**src/hdl/ctt_pkg.sv**
```systemverilog
package ctt_pkg;
    // ==========================================================
    // Register map
    localparam logic [7:0] VT_CFG_ADDR = 8'h05;
    localparam logic [7:0] CT_CFG_ADDR = 8'h06;
    localparam logic [7:0] VT_CFG_RST = 8'h6B;
    localparam logic [7:0] CT_CFG_RST = 8'h38;
    localparam logic [7:0] CT_CFG_RD_MASK = 8'h3E;
    // ==========================================================
    // Voltage threshold fields
    localparam int RCH_DIS_BIT = 7;
    localparam int RCH_SEL_HI = 6;
    localparam int RCH_SEL_LO = 5;
    localparam int TRK_SEL_HI = 4;
    localparam int TRK_SEL_LO = 3;
    localparam int WEAK_SEL_HI = 2;
    localparam int WEAK_SEL_LO = 0;
    // ==========================================================
    // Timer fields
    localparam int TEND_EN_BIT = 5;
    localparam int CHG_TMR_EN_BIT = 4;
    localparam int CHG_PER_BIT = 3;
    localparam int WD_EN_BIT = 2;
    localparam int WD_PER_BIT = 1;
    localparam int WD_RESTART_BIT = 0;
    // ==========================================================
    // Threshold tables in mV
    localparam logic [11:0] RCH_BASE_MV = 12'h050;
    localparam logic [11:0] RCH_STEP_MV = 12'h03C;
    localparam logic [11:0] TRK_00_MV = 12'h7D0;
    localparam logic [11:0] TRK_01_MV = 12'h9C4;
    localparam logic [11:0] TRK_10_MV = 12'hA28;
    localparam logic [11:0] TRK_11_MV = 12'hB54;
    localparam logic [11:0] WEAK_BASE_MV = 12'hA8C;
    localparam logic [11:0] WEAK_STEP_MV = 12'h064;
    // ==========================================================
    // Timing
    localparam int CLK_HZ = 250_000_000;
    localparam int TICK_MS = 1;
    localparam int TICK_CYCLES = CLK_HZ / 1000 * TICK_MS;
    localparam int TICK_W = 18;
    localparam int CNT_W = 26;
    localparam int MS_PER_S = 1000;
    localparam int MS_PER_MIN = 60_000;
    localparam int TRK_SHORT_S = 30;
    localparam int TRK_LONG_S = 60;
    localparam int FAST_SHORT_MIN = 300;
    localparam int FAST_LONG_MIN = 600;
    localparam int WD_SHORT_S = 32;
    localparam int WD_LONG_S = 64;
    localparam int SAFETY_MIN = 40;
    localparam int DEGLITCH_MS = 31;
    localparam int TEND_MS_DEF = 1000;
    localparam logic [CNT_W-1:0] TRK_SHORT_T = CNT_W'(TRK_SHORT_S * MS_PER_S / TICK_MS);
    localparam logic [CNT_W-1:0] TRK_LONG_T = CNT_W'(TRK_LONG_S * MS_PER_S / TICK_MS);
    localparam logic [CNT_W-1:0] FAST_SHORT_T = CNT_W'(FAST_SHORT_MIN * MS_PER_MIN / TICK_MS);
    localparam logic [CNT_W-1:0] FAST_LONG_T = CNT_W'(FAST_LONG_MIN * MS_PER_MIN / TICK_MS);
    localparam logic [CNT_W-1:0] WD_SHORT_T = CNT_W'(WD_SHORT_S * MS_PER_S / TICK_MS);
    localparam logic [CNT_W-1:0] WD_LONG_T = CNT_W'(WD_LONG_S * MS_PER_S / TICK_MS);
    localparam logic [CNT_W-1:0] SAFETY_T = CNT_W'(SAFETY_MIN * MS_PER_MIN / TICK_MS);
    localparam logic [CNT_W-1:0] DEGLITCH_T = CNT_W'(DEGLITCH_MS / TICK_MS);
endpackage

```
**src/hdl/ctt_ms_timer.sv**
```systemverilog
`timescale 1ns/1ps
module ctt_ms_timer
    import ctt_pkg::*;
(
    input wire logic clock,
    input wire logic rst,
    input wire logic ce,
    input wire logic tick,
    input wire logic run,
    input wire logic clear,
    input wire logic [CNT_W-1:0] limit,
    output logic expired
);
    // ==========================================================
    // Tick counter, sticky expiry until cleared
    logic [CNT_W-1:0] cnt_r;
    logic expired_r;
    wire last_tick = (cnt_r >= limit - CNT_W'(1));

    always_ff @(posedge clock or posedge rst) begin
        if (rst) begin
            cnt_r <= '0;
            expired_r <= 1'b0;
        end else if (ce) begin
            if (clear) begin
                cnt_r <= '0;
                expired_r <= 1'b0;
            end else if (run && tick && !expired_r) begin
                cnt_r <= last_tick ? '0 : cnt_r + CNT_W'(1);
                expired_r <= last_tick;
            end
        end
    end

    assign expired = expired_r;
endmodule

```
**src/hdl/ctt_regs_top.sv**
```systemverilog
`timescale 1ns/1ps
// Behaviour
// - Recharge allowed while bit 7 is 0, suppressed at 1; resets 0.
// - Recharge margin code 00..11 gives 80, 140, 200, 260 mV; resets 11.
// - Trickle-to-fast level 2.0, 2.5, 2.6, 2.9 V; resets code 01.
// - Weak level 2.7 V plus 0.1 V per code step; resets 011.
// - Complete timer enable off gives 31 ms deglitch only; resets 1.
// - Trickle and fast timers run only while enable is 1; resets 1.
// - Period bit 0 gives 30 s trickle, 300 min fast timeout.
// - Period bit 1, the reset value, gives 60 s and 600 min.
// - Watchdog and safety timer off while enable is 0; resets 0.
// - Watchdog period bit 0 gives 32 s watchdog, 40 min safety.
// - Watchdog period bit 1 gives 64 s watchdog, 40 min safety.
// - Host writing 1 to restart bit restarts watchdog and safety timers.
module ctt_regs_top
    import ctt_pkg::*;
#(
    parameter int MS_TICK_CYCLES = TICK_CYCLES,
    parameter int TEND_MS = TEND_MS_DEF
) (
    input wire logic clock,
    input wire logic rst,
    input wire logic ce,
    input wire logic [7:0] reg_addr,
    input wire logic [7:0] reg_wdata,
    input wire logic reg_wr,
    output logic [7:0] reg_rdata,
    input wire logic trickle_active,
    input wire logic fast_active,
    input wire logic end_of_charge_raw,
    input wire logic battery_above_weak_raw,
    output logic recharge_allowed,
    output logic [11:0] recharge_margin_mv,
    output logic [11:0] trickle_to_fast_level_mv,
    output logic [11:0] weak_battery_level_mv,
    output logic trickle_timeout,
    output logic fast_timeout,
    output logic charge_complete,
    output logic watchdog_timeout,
    output logic safety_timeout
);
    // ==========================================================
    // Functions
    function automatic logic [11:0] lin_mv(input logic [11:0] base, input logic [11:0] step,
                                           input logic [2:0] code);
        lin_mv = base + 12'(step * code);
    endfunction

    function automatic logic [11:0] trk_mv(input logic [1:0] code);
        case (code)
            2'h0: trk_mv = TRK_00_MV;
            2'h1: trk_mv = TRK_01_MV;
            2'h2: trk_mv = TRK_10_MV;
            default: trk_mv = TRK_11_MV;
        endcase
    endfunction

    // ==========================================================
    // Register file
    logic [7:0] vt_cfg_r;
    logic [7:0] ct_cfg_r;
    wire vt_wr = reg_wr && (reg_addr == VT_CFG_ADDR);
    wire ct_wr = reg_wr && (reg_addr == CT_CFG_ADDR);
    wire wd_restart = ct_wr && reg_wdata[WD_RESTART_BIT];
    wire [7:0] rd_mux = (reg_addr == VT_CFG_ADDR) ? vt_cfg_r :
                        (reg_addr == CT_CFG_ADDR) ? (ct_cfg_r & CT_CFG_RD_MASK) : 8'h00;

    always_ff @(posedge clock or posedge rst) begin
        if (rst) begin
            vt_cfg_r <= VT_CFG_RST;
            ct_cfg_r <= CT_CFG_RST;
            reg_rdata <= 8'h00;
        end else if (ce) begin
            if (vt_wr) begin
                vt_cfg_r <= reg_wdata;
            end
            if (ct_wr) begin
                ct_cfg_r <= reg_wdata & CT_CFG_RD_MASK;
            end
            reg_rdata <= rd_mux;
        end
    end

    wire rch_dis = vt_cfg_r[RCH_DIS_BIT];
    wire [1:0] rch_sel = vt_cfg_r[RCH_SEL_HI:RCH_SEL_LO];
    wire [1:0] trk_sel = vt_cfg_r[TRK_SEL_HI:TRK_SEL_LO];
    wire [2:0] weak_sel = vt_cfg_r[WEAK_SEL_HI:WEAK_SEL_LO];
    wire tend_en = ct_cfg_r[TEND_EN_BIT];
    wire chg_tmr_en = ct_cfg_r[CHG_TMR_EN_BIT];
    wire chg_per = ct_cfg_r[CHG_PER_BIT];
    wire wd_en = ct_cfg_r[WD_EN_BIT];
    wire wd_per = ct_cfg_r[WD_PER_BIT];

    // ==========================================================
    // Threshold outputs
    always_ff @(posedge clock or posedge rst) begin
        if (rst) begin
            recharge_allowed <= 1'b0;
            recharge_margin_mv <= 12'h000;
            trickle_to_fast_level_mv <= 12'h000;
            weak_battery_level_mv <= 12'h000;
        end else if (ce) begin
            recharge_allowed <= !rch_dis;
            recharge_margin_mv <= lin_mv(RCH_BASE_MV, RCH_STEP_MV, {1'b0, rch_sel});
            trickle_to_fast_level_mv <= trk_mv(trk_sel);
            weak_battery_level_mv <= lin_mv(WEAK_BASE_MV, WEAK_STEP_MV, weak_sel);
        end
    end

    // ==========================================================
    // Comparator input synchronisers
    logic [2:0] eoc_sync_r;
    logic [2:0] weak_sync_r;
    logic eoc_r;
    logic above_weak_r;

    always_ff @(posedge clock or posedge rst) begin
        if (rst) begin
            eoc_sync_r <= 3'h0;
            weak_sync_r <= 3'h0;
            eoc_r <= 1'b0;
            above_weak_r <= 1'b0;
        end else if (ce) begin
            eoc_sync_r <= {eoc_sync_r[1:0], end_of_charge_raw};
            weak_sync_r <= {weak_sync_r[1:0], battery_above_weak_raw};
            if (eoc_sync_r[1] == eoc_sync_r[2]) begin
                eoc_r <= eoc_sync_r[2];
            end
            if (weak_sync_r[1] == weak_sync_r[2]) begin
                above_weak_r <= weak_sync_r[2];
            end
        end
    end

    // ==========================================================
    // Millisecond tick
    logic [TICK_W-1:0] tick_cnt_r;
    logic tick_r;
    wire tick_wrap = (tick_cnt_r == TICK_W'(MS_TICK_CYCLES - 1));

    always_ff @(posedge clock or posedge rst) begin
        if (rst) begin
            tick_cnt_r <= '0;
            tick_r <= 1'b0;
        end else if (ce) begin
            tick_cnt_r <= tick_wrap ? '0 : tick_cnt_r + TICK_W'(1);
            tick_r <= tick_wrap;
        end
    end

    // ==========================================================
    // Timers
    wire trk_run = chg_tmr_en && trickle_active;
    wire fast_run = chg_tmr_en && fast_active;
    wire [CNT_W-1:0] trk_limit = chg_per ? TRK_LONG_T : TRK_SHORT_T;
    wire [CNT_W-1:0] fast_limit = chg_per ? FAST_LONG_T : FAST_SHORT_T;
    wire [CNT_W-1:0] end_limit = tend_en ? CNT_W'(TEND_MS / TICK_MS) : DEGLITCH_T;
    wire wd_run = wd_en && above_weak_r;
    wire [CNT_W-1:0] wd_limit = wd_per ? WD_LONG_T : WD_SHORT_T;
    wire wd_clear = !wd_run || wd_restart;

    ctt_ms_timer u_trk (.clock(clock), .rst(rst), .ce(ce), .tick(tick_r), .run(trk_run),
        .clear(!trk_run), .limit(trk_limit), .expired(trickle_timeout));
    ctt_ms_timer u_fast (.clock(clock), .rst(rst), .ce(ce), .tick(tick_r), .run(fast_run),
        .clear(!fast_run), .limit(fast_limit), .expired(fast_timeout));
    ctt_ms_timer u_end (.clock(clock), .rst(rst), .ce(ce), .tick(tick_r), .run(eoc_r),
        .clear(!eoc_r), .limit(end_limit), .expired(charge_complete));
    ctt_ms_timer u_wd (.clock(clock), .rst(rst), .ce(ce), .tick(tick_r), .run(wd_run),
        .clear(wd_clear), .limit(wd_limit), .expired(watchdog_timeout));
    ctt_ms_timer u_safe (.clock(clock), .rst(rst), .ce(ce), .tick(tick_r), .run(wd_run),
        .clear(wd_clear), .limit(SAFETY_T), .expired(safety_timeout));

    // ==========================================================
    // Assertions
    a_rch_disable: assert property (@(posedge clock) disable iff (rst)
        ce && vt_wr ##1 ce |=> recharge_allowed == !$past(reg_wdata[RCH_DIS_BIT], 2))
        else $error("recharge enable does not follow written bit");
    a_margin_map: assert property (@(posedge clock) disable iff (rst)
        ce && !rst |=> recharge_margin_mv == 12'(80 + 60 * $past(rch_sel)))
        else $error("recharge margin wrong for code");
    a_trk_level: assert property (@(posedge clock) disable iff (rst)
        ce && !rst |=> trickle_to_fast_level_mv == ($past(trk_sel) == 2'h0 ? 12'd2000 :
        $past(trk_sel) == 2'h1 ? 12'd2500 : $past(trk_sel) == 2'h2 ? 12'd2600 : 12'd2900))
        else $error("trickle to fast level wrong");
    a_weak_level: assert property (@(posedge clock) disable iff (rst)
        ce && !rst |=> weak_battery_level_mv == 12'(2700 + 100 * $past(weak_sel)))
        else $error("weak level wrong for code");
    a_end_deglitch: assert property (@(posedge clock) disable iff (rst)
        !tend_en |-> end_limit == CNT_W'(31))
        else $error("deglitch period not 31 ms");
    a_chg_gate: assert property (@(posedge clock) disable iff (rst)
        ce && !chg_tmr_en |=> !trickle_timeout && !fast_timeout)
        else $error("charge timer active while disabled");
    a_chg_period: assert property (@(posedge clock) disable iff (rst)
        trk_limit == (chg_per ? CNT_W'(60000) : CNT_W'(30000))
        && fast_limit == (chg_per ? CNT_W'(36000000) : CNT_W'(18000000)))
        else $error("charge timer period wrong");
    a_chg_long: assert property (@(posedge clock) disable iff (rst)
        chg_per |-> trk_limit == CNT_W'(60000) && fast_limit == CNT_W'(36000000))
        else $error("long charge timer period wrong");
    a_trk_clear: assert property (@(posedge clock) disable iff (rst)
        ce && !trickle_active |=> !trickle_timeout)
        else $error("trickle timeout held outside trickle phase");
    a_wd_gate: assert property (@(posedge clock) disable iff (rst)
        ce && !wd_en |=> !watchdog_timeout && !safety_timeout)
        else $error("watchdog active while disabled");
    a_watchdog_period_sel: assert property (@(posedge clock) disable iff (rst)
        wd_limit == (wd_per ? CNT_W'(64000) : CNT_W'(32000)) && SAFETY_T == CNT_W'(2400000))
        else $error("watchdog period wrong");
    a_wd_long: assert property (@(posedge clock) disable iff (rst)
        wd_per |-> wd_limit == CNT_W'(64000) && SAFETY_T == CNT_W'(2400000))
        else $error("long watchdog period wrong");
    a_wd_weak: assert property (@(posedge clock) disable iff (rst)
        ce && !above_weak_r |=> !watchdog_timeout && !safety_timeout)
        else $error("watchdog active with battery below weak level");
    a_wd_restart: assert property (@(posedge clock) disable iff (rst)
        ce && wd_restart |=> !watchdog_timeout && !safety_timeout)
        else $error("restart did not clear watchdog");
    a_ct_readback: assert property (@(posedge clock) disable iff (rst)
        ce && reg_addr == CT_CFG_ADDR |=> reg_rdata[7:6] == 2'h0 && !reg_rdata[0])
        else $error("unused timer bits read non-zero");
endmodule

```
**config.mk**
```make
export PLATFORM = sky130hd
export DESIGN_NAME = ctt_regs_top
export DESIGN_NICKNAME = d
export VERILOG_FILES = /design/src/hdl/ctt_pkg.sv /design/src/hdl/ctt_ms_timer.sv /design/src/hdl/ctt_regs_top.sv
export SDC_FILE = /design/constraint.sdc
export NUM_CORES = 1
export LEC_CHECK = 0
export ABC_AREA = 1
export BUFFER_PORTS_ARGS = -buffer_cell sky130_fd_sc_hd__buf_2
export CELL_PAD_IN_SITES_DETAIL_PLACEMENT = 0
export CELL_PAD_IN_SITES_GLOBAL_PLACEMENT = 1
export CORE_ASPECT_RATIO = 0.9
export CORE_MARGIN = 1
export CORE_UTILIZATION = 41
export DETAILED_ROUTE_END_ITERATION = 12
export GPL_TIMING_DRIVEN = 1
export PLACE_DENSITY_LB_ADDON = 0.2
export SLEW_MARGIN = 25
export SYNTH_ARGS = -nofsm -noshare
export SYNTH_HDL_FRONTEND = slang
export SYNTH_SLANG_ARGS = --single-unit
export TNS_END_PERCENT = 10
```
**constraint.sdc**
```tcl
create_clock -name clock -period 19.3 [get_ports clock]
set_input_delay 3.86 -clock clock [delete_from_list [all_inputs] [get_ports clock]]
set_output_delay 3.86 -clock clock [all_outputs]
set_load 0.02 [all_outputs]
```
==> impl_metrics.py, run 1 <==
metrics = {
    "die": {
        "fp.dieW_um": 183,
        "io_pins": 74,
        "floorplan.die_area_mm2": 0.0303,
        "die_height_um": 165,
        "core_mm2": 0.0290,
        "start_util_pct": 41.9,
        "rows": 59,
    },
    "routing": {
        "first_iter_violations": 499,
        "wl_per_cell_um": 13.9,
        "firstDrtPassIters": 5,
        "wl_um": 29200,
        "ant_nets": 0,
        "drcViolationCount": 0,
        "vias": 10100,
        "drt-vias-per-instance": 4.78,
    },
    "clock_tree": {
        "post_cts_resized": 0,
        "cts_tree": "built",
        "ctsLongestPathBuffers": 3,
        "cts_setup_buffers": 0,
        "cts.sinks": 207,
        "cts_hold_buf": 0,
        "insertion_delay_ns": 0.52,
        "htree_num_levels": 1,
        "cts-root-buf": "clkbuf_16",
        "cts_buffers": 24,
        "clk_pin_slew_ns": 0.06,
    },
    "worst_setup_path": {
        "r2r_start": "ct_cfg_r[3]",
        "end_kind": "flop",
        "critPathLaunchType": "primary input",
        "cp.required_ns": 19.72,
        "r2r_cells": 9,
        "crit_type": "primary input to flop",
        "regToRegEndpoint": "u_fast.cnt_r[10]",
        "reg2reg_slack_ns": 16.14,
        "path_max_fanout": 51,
        "cp.arrival_ns": 6.10,
    },
    "timing": {
        "whs_ns": 0.464,
        "setup-tns-final_ns": 0,
        "fin_crit_sh_pct": 29.5,
        "finalSetupViolCount": 0,
        "worstMarginPinSlew_ns": 0.864,
        "period_minus_slack_ns": 5.68,
        "setup_slack_ns": 13.62,
        "worst_clock_skew_ns": 0.0119,
        "finalMaxSlewViolations": 0,
        "fmax_mhz": 176,
        "rsz0062_at_grt": "false",
        "slew-limit-headroom_pct": 42.3,
        "finalHoldViolCount": 0,
    },
    "synthesis": {
        "synth-warning-count": 0,
        "synth-main-ff-cell": "dfrtp_1",
        "synthArstFlopShare_pct": 100,
        "synth_cells": 1636,
        "synth_edf_count": 0,
        "post_synth_instance_area_mm2": 0.0122,
        "syn_area_per_cell_um2": 7.43,
        "seq_area_frac_synth_pct": 42.7,
        "ys_seq_elements": 207,
        "synthDistinctLibCells": 46,
    },
    "pwr": {
        "power.density_mw_per_mm2": 73.0,
        "vdd_drop_max_v": 0.0000600,
        "power_leakage_nw": 6.50,
    },
    "global_route": {
        "track_usage_pct": 20.0,
        "antenna_found_initial": 0,
        "grt-ovfl-total": 0,
        "grt_pass1_wl_um": 49100,
        "grt_pass1_vias": 9428,
        "grt_max_degree": 75,
    },
    "placement": {
        "dp_hpwl_um": 20300,
        "dp_slack_ns": 13.00,
        "portBuffers": 63,
        "place_congestion": 0.831,
    },
    "worst_hold_path": {
        "hold_depth": 1,
        "min_to": "weak_battery_level_mv[11]",
        "worstHoldStart": "weak_battery_level_mv[11]",
        "hp-class": "flop to flop",
    },
    "final_layout": {
        "diodes": 0,
        "layout-drive-gt1-share_pct": 10.2,
        "fillCellCount": 2949,
        "nets": 1770,
        "area_delta_synth_final_pct": 11.0,
    },
    "status": {
        "status": "finished, final reports clean",
    },
    "run": {
        "timing.max_cap.violations": 0,
    },
}
==> metal layers <==
| metal | GRT usage, % | share of wire (%) | vias up | wire length (µm) |
|---|---|---|---|---|
| li1 | - | - | 5249 | - |
| met1 | 29.7 | 52 | 4610 | 15300 |
| met2 | 30.8 | 42 | 160 | 12400 |
| met3 | 2.41 | 3.3 | 35 | 954 |
| met4 | 4.43 | 1.9 | 0 | 568 |
| met5 | 0 | 0 | - | 0 |
==> cells in the final DEF (no fill, tap or decap), types with 16 or more instances in the layout <==
| master | synthesis | final |
|---|---|---|
| nand2_1 | 499 | 499 |
| nor2_1 | 227 | 227 |
| dfrtp_1 | 199 | 199 |
| inv_1 | 178 | 177 |
| nand3_1 | 142 | 142 |
| buf_2 | 14 | 63 |
| o21ai_0 | 57 | 57 |
| ha_1 | 56 | 56 |
| xor2_1 | 42 | 42 |
| clkbuf_16 | 0 | 25 |
| a21oi_1 | 21 | 21 |
| nor3_1 | 18 | 18 |
| o21ai_1 | 18 | 18 |
| xnor2_1 | 16 | 16 |
==> state kept, by name, summed over array words and instances (netlist names), 3 cells and up <==
name and flops:
vt_cfg_r 8, weak_battery_level_mv 10, u_safe.cnt_r 26, tick_cnt_r 18
weak_sync_r 3, recharge_margin_mv 5, ct_cfg_r 5, u_fast.cnt_r 26
u_wd.cnt_r 26, u_end.cnt_r 26, u_trk.cnt_r 26, trickle_to_fast_level_mv 8
reg_rdata 8, eoc_sync_r 3
==> Yosys cell counts (all sizes together) (2+ instances only) <==
cell	number	share of area, %
a21oi	22	0.94
a31oi	2	0.10
and2	2	0.12
buf	39	2.4
clkbuf	8	0.25
clkinv	4	0.12
dfrtp	199	41
dfstp	8	1.7
ha	56	5.8
inv	185	5.7
nand2	507	16
nand3	148	6.3
nand3b	2	0.12
nand4	12	0.62
nor2	242	7.9
nor3	20	0.91
nor4	3	0.15
o211ai	4	0.25
o21a	4	0.25
o21ai	86	3.9
o22ai	10	0.51
o31ai	3	0.19
or2	7	0.36
xnor2	16	1.2
xor2	42	3.0
==> power by group <==
group	internal (W)	switching, W
logic	0.0000196	0.0000529
registers	0.000448	0.0000141
clock network	0.000259	0.000190
==> worst max-delay path by stage <==
stage	startpoint	end	slack, ns	cells past startpoint
3_5_place_dp	ce	u_trk.cnt_r[10]	13.00	6
2_1_floorplan	rst	above_weak_r	9.80	1
6_report	ce	u_trk.cnt_r[10]	13.62	6
4_1_cts	ce	u_trk.cnt_r[10]	13.58	6
5_1_grt	ce	u_trk.cnt_r[10]	13.33	6
3_3_place_gp	ce	u_trk.cnt_r[10]	13.15	6
==> cell families (layout without fill, tap and decap cells) <==
logic type	count (synthesis)	after routing	share of synthesized area, %
fa+ha+maj	56	56	5.77
compound gates	133	133	6.30
flops	207	207	42.7
other cells	1	10	0.0309
xor+xnor	58	58	4.18
buf+inv	236	299	8.47
simple gates	945	945	32.5
==> layout make-up <==
class	instances	area (µm²)	area share, %
multi-input cells	1202	5960	44.2
clock buffers	30	664	4.93
inverters	189	719	5.33
well taps	396	495	3.67
clock inverters	14	111	0.826
flip-flops and latches	207	5190	38.5
repair buffers	66	342	2.53
==> stage by stage <==
| step | util, % | cells | total power [W] | area, µm² |
|---|---|---|---|---|
| finish | 46.5 | 2104 | 0.000984 | 13500 |
| global route | 46.5 | 2104 | 0.00103 | 13500 |
| CTS | 46.5 | 2104 | 0.000998 | 13500 |
| detailed placement | 43.8 | 2060 | 0.000544 | 12700 |
| global placement | 43.8 | 2060 | 0.000543 | 12700 |
| floorplan | - | 1645 | 0.000522 | 12200 |
==> worst max-delay path, cell delays in order <==
cell     delay, ns
buf_2         0.08
buf_4         0.48
nand2_1       0.58
nor2_1        0.32
nand3_2       0.40
o21ai_0       0.34
No activity file was read; power rests on OpenSTA's default activity.
==> inputs of run 2 (changes only) <==
--- a/config.mk
+++ b/config.mk
@@ -5,7 +5,7 @@
 export SDC_FILE = /design/constraint.sdc
 export NUM_CORES = 1
 export LEC_CHECK = 0
-export ABC_AREA = 1
+export ABC_AREA = 0
 export BUFFER_PORTS_ARGS = -buffer_cell sky130_fd_sc_hd__buf_2
 export CELL_PAD_IN_SITES_DETAIL_PLACEMENT = 0
 export CELL_PAD_IN_SITES_GLOBAL_PLACEMENT = 1
==> constraint.sdc (replaced) <==
create_clock -name clock -period 5 [get_ports clock]
set_input_delay 1 -clock clock [delete_from_list [all_inputs] [get_ports clock]]
set_output_delay 1 -clock clock [all_outputs]
set_load 0.02 [all_outputs]
==> run 2 against run 1 <==
Via count decreased by 8.0%; first-iteration DRC count rose by 15%; sequential power rose to 3.9 times the previous value; non-clock buffer count grew 17; power increased to 4.1 times the previous value; count of clock-buffer cells in the layout is 2 higher; register-to-register slack worse by 15 ns; synthesized cell count down 26%; critical path type is now flop to flop; critical endpoint is now u_fast.cnt_r[19]; largest power group is now clock.
==> impl_metrics.py, run 2 <==
metrics = {
    "status": {
        "status": "finished, final reports clean",
    },
    "clock_tree": {
        "post_cts_resized": 0,
        "htree_num_levels": 1,
        "cts_tree": "built",
        "cts_setup_buffers": 0,
        "ctsLongestPathBuffers": 3,
        "cts.sinks": 207,
        "clk_pin_slew_ns": 0.06,
        "cts_hold_buf": 0,
        "cts_buffers": 26,
        "cts-root-buf": "clkbuf_16",
        "insertion_delay_ns": 0.53,
    },
    "worst_setup_path": {
        "crit_start": "ct_cfg_r[3]",
        "cp.arrival_ns": 3.98,
        "end_kind": "flop",
        "endpoint": "u_fast.cnt_r[19]",
        "reg2reg_slack_ns": 1.41,
        "cp.required_ns": 5.39,
        "regToRegEndpoint": "u_fast.cnt_r[19]",
        "critPathLaunchType": "flop",
        "crit_type": "flop to flop",
        "path_max_fanout": 23,
        "r2r_start": "ct_cfg_r[3]",
        "r2r_cells": 8,
    },
    "synthesis": {
        "synth-warning-count": 0,
        "yosys.area.top_type_share_pct": 42.8,
        "synth_edf_count": 0,
        "yosysTopAreaCell": "dfrtp_1",
        "synth_area_leaders": "dfrtp_1, ha_1, nand2_1",
        "ys_top_cells_by_count": "dfrtp_1, nand2_1, nor2_1",
        "synthArstFlopShare_pct": 100,
        "synth-main-ff-cell": "dfrtp_1",
        "synth_cells": 1216,
        "syn_area_per_cell_um2": 9.57,
        "yosysMostFrequentCell": "dfrtp_1",
        "seq_area_frac_synth_pct": 44.6,
        "ys_seq_elements": 207,
        "synthDistinctLibCells": 70,
        "post_synth_instance_area_mm2": 0.0116,
    },
    "die": {
        "floorplan.die_area_mm2": 0.0291,
        "die_height_um": 162,
        "io_pins": 74,
        "fp.dieW_um": 180,
        "start_util_pct": 41.6,
        "rows": 58,
        "core_mm2": 0.0279,
    },
    "pwr": {
        "clock_power_share_pct": 49.3,
        "p_switching_w": 0.000988,
        "power.density_mw_per_mm2": 307,
        "combPwrFrac_pct": 6.6,
        "seqPwrFrac_pct": 44.1,
        "power_w": 0.00407,
        "swShare_pct": 24.3,
        "power.internal_w": 0.00308,
        "power_leakage_nw": 5.66,
        "vdd_drop_max_v": 0.000202,
    },
    "global_route": {
        "grt-ovfl-total": 0,
        "grt_max_degree": 147,
        "grt_pass1_vias": 8952,
        "grt_pass1_wl_um": 46800,
        "track_usage_pct": 19.5,
        "antenna_found_initial": 1,
    },
    "final_layout": {
        "mostFrequentLayoutCells": "dfrtp_1, nand2_1, nor2_1",
        "diodes": 0,
        "area_delta_synth_final_pct": 13.7,
        "layout-drive-gt1-share_pct": 15.7,
        "final_common_cell": "dfrtp_1",
        "utilization_pct": 47.4,
        "nets": 1357,
    },
    "placement": {
        "portBuffers": 63,
        "place_congestion": 0.786,
        "dp_hpwl_um": 18800,
    },
    "timing": {
        "worst_clock_skew_ns": 0.0142,
        "period_minus_slack_ns": 3.59,
        "rsz0062_at_grt": "false",
        "finalSetupViolCount": 0,
        "worstMarginPinSlew_ns": 1.04,
        "slew-limit-headroom_pct": 30.8,
        "fmax_mhz": 278,
        "finalHoldViolCount": 0,
        "finalMaxSlewViolations": 0,
        "setup-tns-final_ns": 0,
        "fin_crit_sh_pct": 71.8,
    },
    "worst_hold_path": {
        "hp-class": "flop to flop",
        "worstHoldStart": "weak_battery_level_mv[11]",
    },
    "routing": {
        "drcViolationCount": 0,
        "drt-vias-per-instance": 5.58,
        "first_iter_violations": 572,
        "firstDrtPassIters": 5,
        "vias": 9245,
        "wl_per_cell_um": 16.7,
        "wl_um": 27700,
        "ant_nets": 0,
    },
    "run": {
        "timing.max_cap.violations": 0,
    },
}
==> run 2: changes by cell type in the layout (fill, tap and decap cells not counted), moves of 19 or more <==
cell / change
and2_1: +20
nor4_1: +19
inv_1: -117
nor2_1: -128
nand2_1: -378
nand3_1: -94
a21oi_1: +25
nand4_1: +39
or3_1: +21
mux2_2: +27
==> run 2: final cells by class <==
class | instances | area [µm²]
clock buffers | 32 | 703
clock inverters | 16 | 216
fillers | 2630 | 14700
inverters | 61 | 233
multi-input cells | 898 | 5960
flip-flops and latches | 207 | 5190
well taps | 360 | 450
repair buffers | 83 | 478
==> run 2: through the flow <==
stage / instance area [µm²] / hold WS [ns] / setup WS, ns / std cells
after CTS: 13200 / 0.479 / 1.36 / 1657
final: 13200 / 0.476 / 1.41 / 1657
after floorplan: 11700 / 0.442 / 1.32 / 1225
after global placement: 12300 / 0.447 / 1.50 / 1609
after global routing: 13200 / 0.501 / 1.09 / 1657
after detailed placement: 12300 / 0.464 / 1.43 / 1609
==> run 2: worst max-delay path, cell delays in order, from the launching register on <==
cell and delay (ns):
dfstp_2 0.70, inv_1 0.29, ha_1 0.40, a41oi_1 0.18, o21ai_0 0.13, a211oi_2 0.23, buf_4 0.30, nand4_1 0.62
o311ai_0 0.58
==> run 2: kinds of logic (layout without fill, tap and decap cells) <==
family	count (synthesis)	after routing	synth area share, %
fa+ha+maj	56	56	6.02
simple gates	488	488	21.7
xor+xnor	44	44	3.31
mux	39	39	3.65
other cells	1	10	0.0322
flops	207	207	44.6
buf+inv	120	192	4.53
compound gates	261	261	16.2
==> run 2: metal layers <==
metal	global-route usage, %	share of wire (%)	vias up
li1	-	-	4575
met1	28.4	49	4498
met2	31.1	46	136
met3	2.35	3.3	36
met4	4.43	1.7	0
met5	0	0	-
==> run 2: worst min-delay path by stage <==
stage                                           end  slack [ns]  cells past startpoint
final                     weak_battery_level_mv[11]        0.48                      1
after global routing      weak_battery_level_mv[11]        0.50                      1
after CTS                 weak_battery_level_mv[11]        0.48                      1
after detailed placement  weak_battery_level_mv[11]        0.46                      1
after global placement    weak_battery_level_mv[11]        0.45                      1
after floorplan                    recharge_allowed        0.44                      1
==> run 2: power by group through the flow <==
stage	sequential [W]	combinational, W	clock [W]
floorplan	0.00181	0.000199	0
global placement	0.00182	0.000269	0
detailed placement	0.00182	0.000275	0
CTS	0.00180	0.000275	0.00206
global route	0.00180	0.000305	0.00212
finish	0.00180	0.000267	0.00201
==> inputs of run 3 (changes only) <==
==> constraint.sdc (replaced) <==
create_clock -name clock -period 3.68 [get_ports clock]
set_input_delay 0.736 -clock clock [delete_from_list [all_inputs] [get_ports clock]]
set_output_delay 0.736 -clock clock [all_outputs]
set_load 0.02 [all_outputs]
==> run 3 against run 2 <==
First-iteration DRC count rose by 10%; maximum frequency increased by 7.5%; clock power grew 24%; setup slack worse by 1.1 ns; via count grew 0.51%; design area hardly changed; non-clock buffer count up 9; count of clock-buffer cells in the layout is 5 higher; critical path type unchanged.
==> impl_metrics.py, run 3 (synthesis results as in run 2) <==
metrics = {
    "timing": {
        "period_minus_slack_ns": 3.34,
        "worst_clock_skew_ns": 0.0158,
        "finalHoldViolCount": 0,
        "fmax_mhz": 299,
        "setup-tns-final_ns": 0,
        "finalSetupViolCount": 0,
        "rsz0062_at_grt": "false",
        "finalMaxSlewViolations": 0,
        "worstMarginPinSlew_ns": 0.911,
        "fin_crit_sh_pct": 90.8,
        "slew-limit-headroom_pct": 39.2,
    },
    "clock_tree": {
        "clk_pin_slew_ns": 0.06,
        "insertion_delay_ns": 0.53,
        "cts_buffers": 25,
        "cts.sinks": 207,
        "cts_tree": "built",
        "cts-root-buf": "clkbuf_16",
        "cts_hold_buf": 0,
        "ctsLongestPathBuffers": 3,
        "cts_setup_buffers": 0,
        "post_cts_resized": 0,
        "htree_num_levels": 1,
    },
    "routing": {
        "wl_um": 27900,
        "drcViolationCount": 0,
        "wl_per_cell_um": 16.8,
        "firstDrtPassIters": 4,
        "first_iter_violations": 629,
        "ant_nets": 0,
        "drt-vias-per-instance": 5.58,
        "vias": 9292,
    },
    "worst_setup_path": {
        "path_max_fanout": 16,
        "cp.required_ns": 4.05,
        "crit_slowest_cell": "dfstp_2",
        "cp_cell_sequence": "inv_1 > ha_1 > a21oi_1 > o21ai_0 > o211ai_2 > o2111ai_4 > o221ai_1",
        "cp.arrival_ns": 3.72,
        "r2r_cells": 7,
        "max_stage_delay_ns": 0.70,
        "crit_type": "flop to flop",
        "critPathLaunchType": "flop",
        "end_kind": "flop",
    },
    "global_route": {
        "track_usage_pct": 19.8,
        "grt_max_degree": 71,
        "grt_pass1_wl_um": 47400,
        "antenna_found_initial": 0,
        "grt_pass1_vias": 9070,
        "grt-ovfl-total": 0,
    },
    "die": {
        "start_util_pct": 41.6,
        "io_pins": 74,
        "rows": 58,
        "floorplan.die_area_mm2": 0.0291,
        "fp.dieW_um": 180,
        "core_mm2": 0.0279,
        "die_height_um": 162,
    },
    "worst_hold_path": {
        "hp-class": "primary input to asynchronous set/reset pin",
    },
    "final_layout": {
        "final_common_cell": "dfrtp_1",
        "layout-drive-gt1-share_pct": 15.9,
        "mostFrequentLayoutCells": "dfrtp_1, nand2_1, nor2_1",
        "diodes": 0,
        "final_area_mm2": 0.0132,
        "area_delta_synth_final_pct": 13.9,
        "nets": 1365,
    },
    "pwr": {
        "power.density_mw_per_mm2": 400,
        "vdd_drop_max_v": 0.000307,
        "power_leakage_nw": 5.65,
    },
    "placement": {
        "dp_hpwl_um": 19200,
        "portBuffers": 63,
        "place_congestion": 0.800,
        "postPlaceCellArea_mm2": 0.0124,
    },
    "run": {
        "timing.max_cap.violations": 0,
    },
    "status": {
        "status": "finished, final reports clean",
    },
}
-- run 3: cell count changes in the layout (fill, tap and decap cells not counted), moves of 2 or more --
cell        before  now
clkbuf_1         3    7
inv_6            0    2
clkinv_2        10    0
clkinvlp_4       1    5
clkbuf_8         3    5
buf_4           19   26
bufinv_16        5    2
buf_12           1    3
-- run 3: cell type report --
type,count,area [µm²]
clock buffers,37,721
clock inverters,9,116
fillers,2623,14700
inverters,61,233
multi-input cells,898,5970
flip-flops and latches,207,5190
well taps,360,450
repair buffers,92,571
-- run 3: worst paths after layout --
| path | from | to | slack, ns |
|---|---|---|---|
| max | ct_cfg_r[3] | u_trk.cnt_r[2] | 0.34 |
| min | rst | trickle_to_fast_level_mv[10] | 0.39 |
| max reg2reg | ct_cfg_r[3] | u_trk.cnt_r[2] | 0.34 |
| min reg2reg | weak_battery_level_mv[11] | weak_battery_level_mv[11] | 0.45 |
| max in group asynchronous | rst | u_end.cnt_r[17] | 2.43 |
| min in group clock | battery_above_weak_raw | weak_sync_r[0] | 0.44 |
-- run 3: metal layers --
layer | track usage [%] | vias to the layer above | wire, µm | share of wire, %
met1 | 27.9 | 4496 | 13600 | 49
li1 | - | 4618 | - | -
met3 | 3.39 | 32 | 1160 | 4.1
met5 | 0.167 | - | 0 | 0
met2 | 31.7 | 146 | 12600 | 45
met4 | 4.55 | 0 | 539 | 1.9
-- run 3: per-stage QoR --
stage | worst slack (ns) | util [%] | hold slack (ns) | power [W] | instances
after floorplan | 0.264 | - | 0.442 | 0.00273 | 1225
after global placement | 0.529 | 44.4 | 0.444 | 0.00285 | 1618
after detailed placement | 0.389 | 44.4 | 0.443 | 0.00286 | 1618
after CTS | 0.372 | 47.4 | 0.407 | 0.00539 | 1664
after global routing | 0.0833 | 47.4 | 0.433 | 0.00553 | 1664
final | 0.338 | 47.4 | 0.386 | 0.00531 | 1664
-- run 3: power breakdown --
part / internal (W) / switching (W) / leakage [nW] / total, W
Sequential: 0.00235 / 0.0000832 / 2.76 / 0.00244
Clock: 0.00150 / 0.000997 / 0.394 / 0.00250
Combinational: 0.000131 / 0.000239 / 2.49 / 0.000370
Total: 0.00399 / 0.00132 / 5.65 / 0.00531
-- run 3: critical path: cells and delay by family (launching register included) --
| family | cells | cell delay [ns] |
|---|---|---|
| AOI/OAI and AO/OA | 5 | 1.79 |
| DFF | 1 | 0.70 |
| adders and majority gates | 1 | 0.39 |
| buffers and inverters | 1 | 0.30 |
